<file path="src/pkg/pgfs_pkg.sv">
// Constants, offsets and types shared by the power group fault sequencer
package pgfs_pkg;

	// ----------------------------------------------------------------
	// Structure
	// ----------------------------------------------------------------
	localparam int PGFS_NGRP = 4;
	localparam int PGFS_AW = 8;

	// ----------------------------------------------------------------
	// Register byte offsets
	// ----------------------------------------------------------------
	localparam logic [7:0] PGFS_OFF_CTRL = 8'h00;
	localparam logic [7:0] PGFS_OFF_INTCFG = 8'h04;
	localparam logic [7:0] PGFS_OFF_INHMAP = 8'h08;
	localparam logic [7:0] PGFS_OFF_PROPMAP = 8'h0C;
	localparam logic [7:0] PGFS_OFF_MARGIN = 8'h10;
	localparam logic [7:0] PGFS_OFF_CMD = 8'h14;
	localparam logic [7:0] PGFS_OFF_STATUS = 8'h18;
	localparam logic [7:0] PGFS_OFF_PROGSTAT = 8'h1C;

	// ----------------------------------------------------------------
	// Field positions
	// ----------------------------------------------------------------
	localparam int PGFS_CTRL_AUTO = 0;
	localparam int PGFS_CTRL_CROW = 1;
	localparam int PGFS_CTRL_FEOFF = 2;
	localparam int PGFS_CMD_ON = 0;
	localparam int PGFS_CMD_OFF = 4;
	localparam int PGFS_ST_ON = 0;
	localparam int PGFS_ST_DRV = 4;
	localparam int PGFS_ST_GOOD = 8;
	localparam int PGFS_ST_INT = 12;
	localparam int PGFS_ST_ML = 16;
	localparam int PGFS_ST_SD = 17;
	localparam int PGFS_ST_BUSY = 18;

	// ----------------------------------------------------------------
	// Encodings and reset values
	// ----------------------------------------------------------------
	localparam logic [1:0] PGFS_MRG_UP = 2'h1;
	localparam logic [1:0] PGFS_MRG_DN = 2'h2;
	localparam logic PGFS_RST_AUTO = 1'h0;
	localparam logic PGFS_RST_PIN = 1'h1;
	localparam logic [31:0] PGFS_RD_ZERO = 32'h0000_0000;

	// ----------------------------------------------------------------
	// Timing
	// ----------------------------------------------------------------
	localparam int PGFS_CLK_NS = 10;
	localparam int PGFS_INH_MAX_NS = 10000;
	localparam int PGFS_INH_MAX_CYC = PGFS_INH_MAX_NS / PGFS_CLK_NS;

	// ----------------------------------------------------------------
	// Sequencer states
	// ----------------------------------------------------------------
	typedef enum logic {
		PGFS_SQ_IDLE = 1'b0,
		PGFS_SQ_PROG = 1'b1
	} pgfs_sq_t;

endpackage

</file>
<file path="src/hw/pgfs_sync.sv">
// Two-stage synchronizer for the active-low control inputs
`timescale 1ns/100ps
module pgfs_sync
	import pgfs_pkg::*;
#(
	parameter int W = 1
) (
	// Clock and reset
	input wire logic pclk,
	input wire logic presetn,
	// Asynchronous in, synchronous out
	input wire logic [W-1:0] async_in,
	output logic [W-1:0] sync_out
);

	typedef struct packed {
		logic [W-1:0] s1;
		logic [W-1:0] s2;
	} pgfs_sync_st_t;

	pgfs_sync_st_t st_q;
	pgfs_sync_st_t st_d;

	always_comb begin
		st_d.s1 = async_in;
		st_d.s2 = st_q.s1;
	end

	// Idle level of every input is high, so reset to released
	always_ff @(posedge pclk or negedge presetn) begin
		if (!presetn) begin
			st_q <= {(2 * W){PGFS_RST_PIN}};
		end else begin
			st_q <= st_d;
		end
	end

	assign sync_out = st_q.s2;

endmodule

</file>
<file path="src/hw/pgfs_top.sv">
// Group good-line, interrupt and mains-loss sequencing with an APB register file
//
// Functional notes
// - Low good line propagates to programmed other groups.
// - Propagated error may kill front end, crowbar.
// - Margin per group, direction set per group.
// - Host on/off per group; auto on at power-up.
// - Four interrupts, each inhibit or reprogram trigger.
// - Low inhibit holds all its assigned groups low.
// - Inhibit release frees lines; converters ramp on.
// - Inhibit pulls lines low within ten microseconds.
// - Reprogram trigger i maps fixed to group i.
// - Trigger low programs group, then auto-on.
// - Trigger release pulls group low, clears status.
// - Mains loss or shutdown pulls all groups low.
// - Assertion clears status, saves counter, flags input.
// - Release programs all, then auto-on or wait.
// - Shutdown input behaves like mains loss; only its status bit differs.
`timescale 1ns/100ps
module pgfs_top
	import pgfs_pkg::*;
#(
	parameter int NGRP = PGFS_NGRP
) (
	// Clock and reset
	input wire logic pclk,
	input wire logic presetn,
	// APB slave
	input wire logic psel,
	input wire logic penable,
	input wire logic pwrite,
	input wire logic [PGFS_AW-1:0] paddr,
	input wire logic [31:0] pwdata,
	output logic [31:0] prdata,
	output logic pready,
	output logic pslverr,
	// Open-drain group good lines
	input wire logic [NGRP-1:0] good_in,
	output logic [NGRP-1:0] good_out,
	output logic [NGRP-1:0] good_oe_n,
	// Active-low control inputs
	input wire logic [NGRP-1:0] interrupt_input_n,
	input wire logic mains_loss_input_n,
	input wire logic system_shutdown_input_n,
	// Converter programming engine handshake
	output logic [NGRP-1:0] prog_req,
	input wire logic prog_done,
	// Margining per group
	output logic [NGRP-1:0] margin_up,
	output logic [NGRP-1:0] margin_dn,
	// Front end and housekeeping
	output logic front_end_off,
	output logic crowbar,
	output logic rtc_save
);

	// ----------------------------------------------------------------
	// State
	// ----------------------------------------------------------------
	typedef struct packed {
		pgfs_sq_t sq;
		logic auto_en;
		logic crow_en;
		logic fe_en;
		logic [NGRP-1:0] int_mode;
		logic [NGRP*NGRP-1:0] inh_map;
		logic [NGRP*NGRP-1:0] prop_map;
		logic [2*NGRP-1:0] margin;
		logic [NGRP-1:0] group_on;
		logic [NGRP-1:0] prog_stat;
		logic [NGRP-1:0] prog_pend;
		logic [NGRP-1:0] prog_req;
		logic [NGRP-1:0] int_prev;
		logic [NGRP-1:0] drive;
		logic [NGRP-1:0] good_lvl;
		logic [NGRP-1:0] oe_n;
		logic [NGRP-1:0] mrg_up;
		logic [NGRP-1:0] mrg_dn;
		logic ml_prev;
		logic sd_prev;
		logic rtc_save;
		logic crowbar;
		logic fe_off;
		logic [31:0] prdata;
		logic pready;
		logic pslverr;
	} pgfs_st_t;

	// Power-up: every group pending programming, every line held low
	localparam pgfs_st_t ST_RST = '{
		sq: PGFS_SQ_IDLE,
		auto_en: PGFS_RST_AUTO,
		crow_en: 1'b0,
		fe_en: 1'b0,
		int_mode: '0,
		inh_map: '0,
		prop_map: '0,
		margin: '0,
		group_on: '0,
		prog_stat: '0,
		prog_pend: {NGRP{1'b1}},
		prog_req: '0,
		int_prev: {NGRP{PGFS_RST_PIN}},
		drive: {NGRP{1'b1}},
		good_lvl: '0,
		oe_n: '0,
		mrg_up: '0,
		mrg_dn: '0,
		ml_prev: PGFS_RST_PIN,
		sd_prev: PGFS_RST_PIN,
		rtc_save: 1'b0,
		crowbar: 1'b0,
		fe_off: 1'b0,
		prdata: PGFS_RD_ZERO,
		pready: 1'b0,
		pslverr: 1'b0
	};

	pgfs_st_t st_q;
	pgfs_st_t st_d;

	// ----------------------------------------------------------------
	// Input synchronizers
	// ----------------------------------------------------------------
	logic [NGRP-1:0] int_s;
	logic ml_s;
	logic sd_s;

	// One chain for all control pins, all resetting to the released level
	pgfs_sync #(.W(NGRP + 2)) u_sync (
		.pclk(pclk),
		.presetn(presetn),
		.async_in({interrupt_input_n, mains_loss_input_n, system_shutdown_input_n}),
		.sync_out({int_s, ml_s, sd_s})
	);

	// ----------------------------------------------------------------
	// Per-group terms
	// ----------------------------------------------------------------
	logic [NGRP-1:0] src;
	logic [NGRP-1:0] prop_hit;
	logic [NGRP-1:0] inh_hit;
	logic [NGRP-1:0] mrg_up_w;
	logic [NGRP-1:0] mrg_dn_w;
	logic [NGRP-1:0] prop_col [NGRP];
	logic [NGRP-1:0] inh_col [NGRP];

	genvar g, s;
	generate
		for (g = 0; g < NGRP; g++) begin : g_grp
			// Low line not pulled by us is a converter fault in that group
			assign src[g] = ~good_in[g] & ~st_q.drive[g];
			// A group never feeds itself; only inhibit-mode interrupts hold lines
			for (s = 0; s < NGRP; s++) begin : g_src
				assign prop_col[g][s] = (s != g) & st_q.prop_map[s * NGRP + g];
				assign inh_col[g][s] = ~st_q.int_mode[s] & st_q.inh_map[s * NGRP + g];
			end
			assign prop_hit[g] = |(src & prop_col[g]);
			assign inh_hit[g] = |(inh_col[g] & ~int_s);
			assign mrg_up_w[g] = st_q.margin[2 * g +: 2] == PGFS_MRG_UP;
			assign mrg_dn_w[g] = st_q.margin[2 * g +: 2] == PGFS_MRG_DN;
		end
	endgenerate

	// ----------------------------------------------------------------
	// Next state
	// ----------------------------------------------------------------
	logic setup;
	logic wr;
	logic kill;
	logic ml_fall;
	logic sd_fall;
	logic any_rise;
	logic [NGRP-1:0] trig_fall;
	logic [NGRP-1:0] trig_rise;

	always_comb begin
		st_d = st_q;
		setup = psel & ~penable;
		wr = psel & penable & st_q.pready & pwrite & ~st_q.pslverr;
		kill = ~ml_s | ~sd_s;
		// Previous levels reset released, so reset makes no false edge
		ml_fall = st_q.ml_prev & ~ml_s;
		sd_fall = st_q.sd_prev & ~sd_s;
		any_rise = (~st_q.ml_prev & ml_s) | (~st_q.sd_prev & sd_s);
		trig_fall = st_q.int_mode & st_q.int_prev & ~int_s;
		trig_rise = st_q.int_mode & ~st_q.int_prev & int_s;
		st_d.int_prev = int_s;
		st_d.ml_prev = ml_s;
		st_d.sd_prev = sd_s;
		// Pulses and the bus answer last a single cycle
		st_d.rtc_save = 1'b0;
		st_d.pready = 1'b0;
		st_d.pslverr = 1'b0;

		// ------------------------------------------------------------
		// APB read decode
		// ------------------------------------------------------------
		// APB: decode in setup, answer in the single access cycle
		if (setup) begin
			st_d.pready = 1'b1;
			st_d.prdata = PGFS_RD_ZERO;
			unique case (paddr)
				PGFS_OFF_CTRL: begin
					st_d.prdata[PGFS_CTRL_AUTO] = st_q.auto_en;
					st_d.prdata[PGFS_CTRL_CROW] = st_q.crow_en;
					st_d.prdata[PGFS_CTRL_FEOFF] = st_q.fe_en;
				end
				PGFS_OFF_INTCFG: st_d.prdata[NGRP-1:0] = st_q.int_mode;
				PGFS_OFF_INHMAP: st_d.prdata[NGRP*NGRP-1:0] = st_q.inh_map;
				PGFS_OFF_PROPMAP: st_d.prdata[NGRP*NGRP-1:0] = st_q.prop_map;
				PGFS_OFF_MARGIN: st_d.prdata[2*NGRP-1:0] = st_q.margin;
				PGFS_OFF_CMD: st_d.prdata = PGFS_RD_ZERO;
				PGFS_OFF_STATUS: begin
					st_d.prdata[PGFS_ST_ON +: NGRP] = st_q.group_on;
					st_d.prdata[PGFS_ST_DRV +: NGRP] = st_q.drive;
					st_d.prdata[PGFS_ST_GOOD +: NGRP] = good_in;
					st_d.prdata[PGFS_ST_INT +: NGRP] = int_s;
					st_d.prdata[PGFS_ST_ML] = ~ml_s;
					st_d.prdata[PGFS_ST_SD] = ~sd_s;
					st_d.prdata[PGFS_ST_BUSY] = st_q.sq == PGFS_SQ_PROG;
				end
				PGFS_OFF_PROGSTAT: st_d.prdata[NGRP-1:0] = st_q.prog_stat;
				default: st_d.pslverr = 1'b1;
			endcase
		end

		// ------------------------------------------------------------
		// APB write
		// ------------------------------------------------------------
		// Software writes come first so hardware events override them
		if (wr) begin
			unique case (paddr)
				PGFS_OFF_CTRL: begin
					st_d.auto_en = pwdata[PGFS_CTRL_AUTO];
					st_d.crow_en = pwdata[PGFS_CTRL_CROW];
					st_d.fe_en = pwdata[PGFS_CTRL_FEOFF];
				end
				// One mode bit per interrupt keeps the two uses exclusive
				PGFS_OFF_INTCFG: st_d.int_mode = pwdata[NGRP-1:0];
				PGFS_OFF_INHMAP: st_d.inh_map = pwdata[NGRP*NGRP-1:0];
				PGFS_OFF_PROPMAP: st_d.prop_map = pwdata[NGRP*NGRP-1:0];
				PGFS_OFF_MARGIN: st_d.margin = pwdata[2*NGRP-1:0];
				PGFS_OFF_CMD: begin
					st_d.group_on = (st_q.group_on | pwdata[PGFS_CMD_ON +: NGRP])
						& ~pwdata[PGFS_CMD_OFF +: NGRP];
				end
				// Status is read-only: writes are dropped without an error
				PGFS_OFF_STATUS: st_d.prdata = st_q.prdata;
				PGFS_OFF_PROGSTAT: st_d.prog_stat = st_q.prog_stat & ~pwdata[NGRP-1:0];
				default: st_d.prdata = st_q.prdata;
			endcase
		end

		// ------------------------------------------------------------
		// Mains loss, shutdown and triggers
		// ------------------------------------------------------------
		// Mains loss and shutdown share one treatment
		if (ml_fall || sd_fall) begin
			st_d.rtc_save = 1'b1;
			st_d.prog_stat = '0;
			st_d.group_on = '0;
		end
		if (any_rise) begin
			st_d.prog_pend = {NGRP{1'b1}};
		end

		// Reprogram triggers act on the group of the same index
		st_d.prog_pend = st_d.prog_pend | trig_fall;
		if (|trig_rise) begin
			st_d.group_on = st_d.group_on & ~trig_rise;
			st_d.prog_stat = '0;
		end

		// ------------------------------------------------------------
		// Programming sequencer
		// ------------------------------------------------------------
		// Programming sequencer; waits while the system is held off
		unique case (st_q.sq)
			PGFS_SQ_IDLE: begin
				if (|st_q.prog_pend && !kill) begin
					st_d.prog_req = st_q.prog_pend;
					st_d.prog_pend = (st_d.prog_pend & ~st_q.prog_pend) | trig_fall;
					st_d.sq = PGFS_SQ_PROG;
				end
			end
			PGFS_SQ_PROG: begin
				if (prog_done) begin
					st_d.prog_stat = st_d.prog_stat | st_q.prog_req;
					// A trigger released in the prog_done cycle keeps its group off
					if (st_q.auto_en && !kill) begin
						st_d.group_on = st_d.group_on | (st_q.prog_req & ~trig_rise);
					end
					st_d.prog_req = '0;
					st_d.sq = PGFS_SQ_IDLE;
				end
			end
		endcase

		// ------------------------------------------------------------
		// Line drive and housekeeping
		// ------------------------------------------------------------
		// Three cycles from pin to pull-down, far inside the inhibit budget
		st_d.drive = ~st_d.group_on | inh_hit | prop_hit | {NGRP{kill}};
		st_d.oe_n = ~st_d.drive;
		st_d.good_lvl = '0;
		st_d.crowbar = st_q.crow_en & (|prop_hit);
		st_d.fe_off = st_q.fe_en & (|prop_hit);
		st_d.mrg_up = mrg_up_w;
		st_d.mrg_dn = mrg_dn_w;
	end

	// ----------------------------------------------------------------
	// Registers
	// ----------------------------------------------------------------
	always_ff @(posedge pclk or negedge presetn) begin
		if (!presetn) begin
			st_q <= ST_RST;
		end else begin
			st_q <= st_d;
		end
	end

	// ----------------------------------------------------------------
	// Outputs
	// ----------------------------------------------------------------
	assign prdata = st_q.prdata;
	assign pready = st_q.pready;
	assign pslverr = st_q.pslverr;
	assign good_out = st_q.good_lvl;
	assign good_oe_n = st_q.oe_n;
	assign prog_req = st_q.prog_req;
	assign margin_up = st_q.mrg_up;
	assign margin_dn = st_q.mrg_dn;
	assign front_end_off = st_q.fe_off;
	assign crowbar = st_q.crowbar;
	assign rtc_save = st_q.rtc_save;

endmodule

</file>
<file path="config.mk">
export PLATFORM = sky130hd
export DESIGN_NAME = pgfs_top
export DESIGN_NICKNAME = d
export VERILOG_FILES = /design/src/pkg/pgfs_pkg.sv /design/src/hw/pgfs_sync.sv /design/src/hw/pgfs_top.sv
export SDC_FILE = /design/constraint.sdc
export NUM_CORES = 1
export LEC_CHECK = 0
export BUFFER_PORTS_ARGS = -buffer_cell sky130_fd_sc_hd__clkbuf_2
export CAP_MARGIN = 0
export CORE_ASPECT_RATIO = 1.2
export CORE_MARGIN = 4
export CORE_UTILIZATION = 40
export DETAILED_ROUTE_END_ITERATION = 8
export PLACE_DENSITY = 0.69
export SETUP_SLACK_MARGIN = 0.3
export SYNTH_ARGS = -nofsm -noshare
export SYNTH_HDL_FRONTEND = slang
export SYNTH_SLANG_ARGS = --single-unit
</file>
<file path="constraint.sdc">
create_clock -name pclk -period 1.81 [get_ports pclk]
set_input_delay 0.2715 -clock pclk [delete_from_list [all_inputs] [get_ports pclk]]
set_output_delay 0.2715 -clock pclk [all_outputs]
set_load 0.01 [all_outputs]
</file>
==> impl_metrics.json, run 1 <==
{
  "cp-end-kind": "flip-flop",
  "grt_max_degree": 123,
  "core_um2": 14500,
  "min_to": "st_q[126]",
  "fmax_mhz": 598,
  "final_hold_viol_count": 0,
  "tns_ns": 0,
  "routed-via-count": 4571,
  "grt_pass1_vias": 4648,
  "p_leak_nw": 3.52,
  "slew_viol_final": 0,
  "ant_nets": 0,
  "synth_seq_area_share_pct": 52.1,
  "total_power_mw": 6.77,
  "r2r-start": "pslverr",
  "cp_max_fo": 3,
  "yosysUniqueCellTypes": 61,
  "outcome": "finished, final reports clean",
  "reg2regPathDepth": 4,
  "fp.dieW_um": 119,
  "utilization_pct": 52.3,
  "relSlewSlack_pct": 52.6,
  "antennaDiodeCount": 0,
  "gp_congestion": 0.993,
  "die_h_um": 141,
  "synth_top_family_by_area": "simple AND/OR/NAND/NOR gates",
  "holdCritPathClass": "in -> reg",
  "tightest_slew_ns": 0.712,
  "power.density_nw_per_um2": 894,
  "post_synth.cell_area_avg_um2": 11.6,
  "ys_ff_latch": 122,
  "final-instance-count-excl-fill": 821,
  "synth-xor-area-share_pct": 0,
  "crit_path_start_kind": "flip-flop",
  "start_util_pct": 40.9,
  "drc": 0,
  "synthArstFlopShare_pct": 100,
  "synth.cell_area_um2": 5930,
  "clkSinkCount": 122,
  "grt_setup_unrepaired": "true",
  "placed_area_um2": 6540,
  "io-pin-count": 113,
  "yosys.area_share.simple_pct": 15.3,
  "grt.total_usage_pct": 19.4,
  "clockBufferDepth": 2,
  "timing.final.crit_share_pct": 92.4,
  "rrSetupSlack_ns": 0.14,
  "grt_pass1_wl_um": 25200,
  "synth_edf_count": 0,
  "finalSetupViolCount": 0,
  "io_buffer_count": 79,
  "dp_cells": 769,
  "cts_tree": "done",
  "worst_hold_path.num_cells": 2,
  "overflow": 0,
  "placementRows": 48,
  "synth_fa_ha_area_share_pct": 0,
  "clkTransAtPathRegs_ns": 0.06,
  "yosysWarnings": 0,
  "die_area_um2": 16800,
  "antenna_found_initial": 0,
  "worstPathRequired_ns": 2.14,
  "cts_root_buf": "clkbuf_16",
  "cts_buffers": 17,
  "cap_violations": 0,
  "wl_per_cell_um": 20.0,
  "r2r_end": "st_q[56]",
  "clock-skew-final_ns": 0.00967,
  "via_per_inst": 5.57,
  "h-tree-depth": 4,
  "wl_um": 16400,
  "vdd_drop_max_v": 0.000734,
  "arrival_ns": 2.01,
  "synth_flop_cell": "dfrtp_1",
  "fin_area_um2": 7570,
  "fin_crit_ns": 1.67,
  "synthCells": 509,
  "drive_gt1_share_pct": 45.7,
  "drtIter0Drc": 567,
  "dp_hpwl_um": 11400,
  "area_delta_synth_final_pct": 27.7,
  "insertion_delay_ns": 0.42,
  "synthMuxAreaShare_pct": 12.1,
  "path_class": "reg -> reg",
  "fin_nets": 664,
  "synth_compound_area_share_pct": 11.9,
  "holdCritStartpoint": "prog_done",
  "firstDrtPassIters": 7
}
synth_stat cells, types with 12 or more instances:
library cell | number | area share [%]
mux2_2 | 19 | 3.6
mux2_1 | 23 | 4.4
nand3_1 | 21 | 1.8
dfstp_2 | 26 | 12
nor2_1 | 30 | 1.9
dfrtp_1 | 96 | 41
buf_4 | 54 | 6.8
a22oi_1 | 18 | 2.3
a22o_1 | 18 | 2.7
nand2_1 | 22 | 1.4
o21ai_0 | 14 | 1.2
a21oi_1 | 12 | 1.0
cell usage in the layout, fill, tap and decap left out, drive strengths merged, types with 3 or more instances in the layout:
cell type,count
a221oi,6
clkinvlp,3
inv,8
nand3,21
and2,7
nor2b,11
a22oi,18
clkbuf,102
mux2,52
a32o,5
a21oi,14
nand4,7
dfstp,26
conb,17
clkinv,4
buf,48
nand2,22
a22o,18
nand2b,5
mux2i,7
o21ai,23
nor2,31
nand3b,9
and3,5
and4,3
nor4b,3
or3b,3
dfrtp,96
nor4,5
nor3,4
nor3b,3
dlygate4sd3,7
how the worst max path moves through the flow:
stage | start | to | slack, ns | depth (start not counted)
floorplan | paddr[5] | st_q[75] | 0.18 | 4
global placement | paddr[5] | st_q[78] | 0.003 | 5
detailed placement | paddr[5] | st_q[71] | -0.04 | 5
CTS | pslverr | st_q[56] | 0.14 | 4
global route | pslverr | st_q[78] | 0.10 | 4
finish | pslverr | st_q[56] | 0.14 | 4
flip-flops by register name (all words and copies together), names as in the netlist, 4 cells and up:
name             flops
st_q                58
prdata              19
prop_col            12
u_sync.st_d          6
u_sync.sync_out      6
good_oe_n            4
margin_dn            4
margin_up            4
prog_req             4
per-stage QoR:
step	setup slack [ns]	hold slack, ns
detailed placement	-0.0357	0.347
floorplan	0.180	-0.0241
finish	0.137	0.0657
global route	0.101	0.0762
global placement	0.00272	0.347
CTS	0.143	0.0509
power by group:
group	total (mW)	switching [mW]	internal, mW
sequential	2.95	0.0956	2.86
clock	3.26	1.24	2.02
combinational	0.558	0.332	0.227
total	6.77	1.66	5.11
repair_timing:
item / CTS / global route
cloned: 2 / 0
pin swaps: 11 / 11
gates resized for setup: 36 / 23
setup buffers: 5 / 6
hold endpoints to repair: 81 / 0
endpoints found under the setup margin: 58 / 67
hold buffers: 7 / 0
kinds of logic (layout without fill, tap and decap cells):
| kind of cell | count (synthesis) | after routing |
|---|---|---|
| other | 1 | 17 |
| DFF | 122 | 122 |
| buffers and inverters | 76 | 172 |
| and+or+nand+nor | 151 | 151 |
| AOI/OAI and AO/OA | 99 | 99 |
| muxes | 60 | 60 |
critical path, cell delays in order (launching register included):
cell and delay (ns):
dfrtp_2 0.43, nor4bb_4 0.33, nand2_2 0.14, or4_4 0.45
a31o_1 0.25
layer usage:
metal,GRT usage (%),part of all wire [%]
met1,23.6,39
met2,31.3,49
met3,5.42,7.6
met4,10.4,4.5
met5,0,0
layout make-up:
class	count	area [µm²]
Sequential cell	122	3090
Multi-Input combinational cell	327	2700
Clock buffer	24	524
Inverter	7	26.3
Tap cell	200	250
Clock inverter	8	56.3
Timing Repair Buffer	133	922
Fill cell	1192	6910
No activity file was read; power rests on OpenSTA's default activity.
==> run 2: changes to the inputs <==
Settings changed: PLACE_DENSITY 0.69 to default.
==> impl_metrics.json, run 2 (synthesized netlist as in run 1, its figures left out) <==
{
  "outcome": "finished, final reports clean",
  "ant_nets": 0,
  "timing.final.crit_share_pct": 94.0,
  "dp_slack_ns": -0.0311,
  "cp_slowest_stage_delay_ns": 0.41,
  "final_common_cell": "dfrtp_1",
  "die_area_um2": 16800,
  "placementRows": 48,
  "clkTransAtPathRegs_ns": 0.06,
  "cp_num_buf_inv": 2,
  "path_class": "reg -> reg",
  "grt_pass1_vias": 4485,
  "fin_area_um2": 7750,
  "grt_pass1_wl_um": 25400,
  "firstDrtPassIters": 5,
  "path_cells": "buf_6 > nand2b_4 > nor2_4 > nand4_1 > buf_6 > mux2_4",
  "top_register": "st_q",
  "total_power_mw": 7.25,
  "cts_root_buf": "clkbuf_16",
  "finalSetupViolCount": 0,
  "final_hold_viol_count": 0,
  "insertion_delay_ns": 0.41,
  "grt.total_usage_pct": 19.6,
  "fmax_mhz": 588,
  "grt_max_degree": 41,
  "crit_path_start_kind": "flip-flop",
  "io_buffer_count": 79,
  "placed_area_um2": 6600,
  "dp_hpwl_um": 11700,
  "cp-end-kind": "flip-flop",
  "grt_setup_unrepaired": "true",
  "fp.dieW_um": 119,
  "gp_congestion": 0.949,
  "vdd_drop_max_v": 0.000623,
  "h-tree-depth": 4,
  "slew_viol_final": 0,
  "largest_register_ffs": 58,
  "antennaDiodeCount": 0,
  "wl_um": 16300,
  "cap_violations": 0,
  "p_leak_nw": 3.59,
  "antenna_found_initial": 0,
  "clkSinkCount": 122,
  "start_util_pct": 40.9,
  "routed-via-count": 4463,
  "whs_ns": 0.0755,
  "drtIter0Drc": 360,
  "holdCritStartpoint": "prog_done",
  "dp_cells": 774,
  "worstPathRequired_ns": 2.11,
  "final-instance-count-excl-fill": 824,
  "cts_tree": "done",
  "crit_top_cell": "buf_6",
  "clock-skew-final_ns": 0.00792,
  "r2r-start": "pslverr",
  "holdCritPathClass": "in -> reg",
  "setup_ws_ns": 0.108,
  "cts_buffers": 17,
  "wl_per_cell_um": 19.7,
  "overflow": 0,
  "cp_max_fo": 4,
  "fin_nets": 667,
  "io-pin-count": 113,
  "fin_crit_ns": 1.70,
  "via_per_inst": 5.42,
  "die_h_um": 141,
  "drive_gt1_share_pct": 46.8,
  "drc": 0,
  "arrival_ns": 2.00,
  "clockBufferDepth": 2,
  "crit_path_start": "pslverr",
  "mostFrequentLayoutCells": "dfrtp_1, clkbuf_2, buf_4",
  "power.density_nw_per_um2": 935,
  "area_delta_synth_final_pct": 30.7,
  "core_um2": 14500,
  "cp_slowest_cell": "dfrtp_1",
  "crit_family": "simple AND/OR/NAND/NOR gates"
}
==> run 2: path summary, 6_finish.rpt <==
| check | end | slack [ns] | cells after the start |
|---|---|---|---|
| worst max register to register | st_q[80] | 0.11 | 6 |
| worst min-delay path | st_q[126] | 0.08 | 2 |
| worst max-delay path | st_q[80] | 0.11 | 6 |
| min in group asynchronous | crowbar | 0.29 | 2 |
| max in group asynchronous | prog_req[3] | 0.88 | 3 |
| worst min register to register | u_sync.sync_out[2] | 0.35 | 0 |
==> run 2: cell type report <==
cell class	count	area [µm²]
sequential	122	3090
tap	200	250
timing repair buffer	136	965
clock inverter	12	195
clock buffer	20	457
inverter	7	26.3
fill	1222	6730
multi-input combinational	327	2770
==> run 2: repair_timing <==
action                     in CTS  in global routing
cloned                          2                  0
setup endpoints to repair      62                 64
setup buffers                   1                  8
gates resized for setup        40                 31
hold buffers                    7                  0
pin swaps                      10                 14
hold endpoints to repair       23                  0
==> run 2: per-layer routing <==
layer	GRT usage [%]	wire length, µm
met5	0	0
met4	8.18	404
met3	4.51	1030
met2	31.6	7920
met1	25.3	6920
==> run 2: report_power, final <==
| group | switching, mW | internal [mW] | leakage [nW] |
|---|---|---|---|
| sequential | 0.0918 | 2.86 | 1.58 |
| clock | 1.22 | 2.51 | 0.310 |
| combinational | 0.338 | 0.237 | 1.70 |
| total | 1.65 | 5.60 | 3.59 |
==> run 2: through the flow <==
step | utilization, % | setup TNS, ns
floorplan | - | 0
global placement | 45.6 | -0.0115
detailed placement | 45.6 | -0.163
CTS | 52.1 | 0
global route | 53.5 | 0
finish | 53.5 | 0
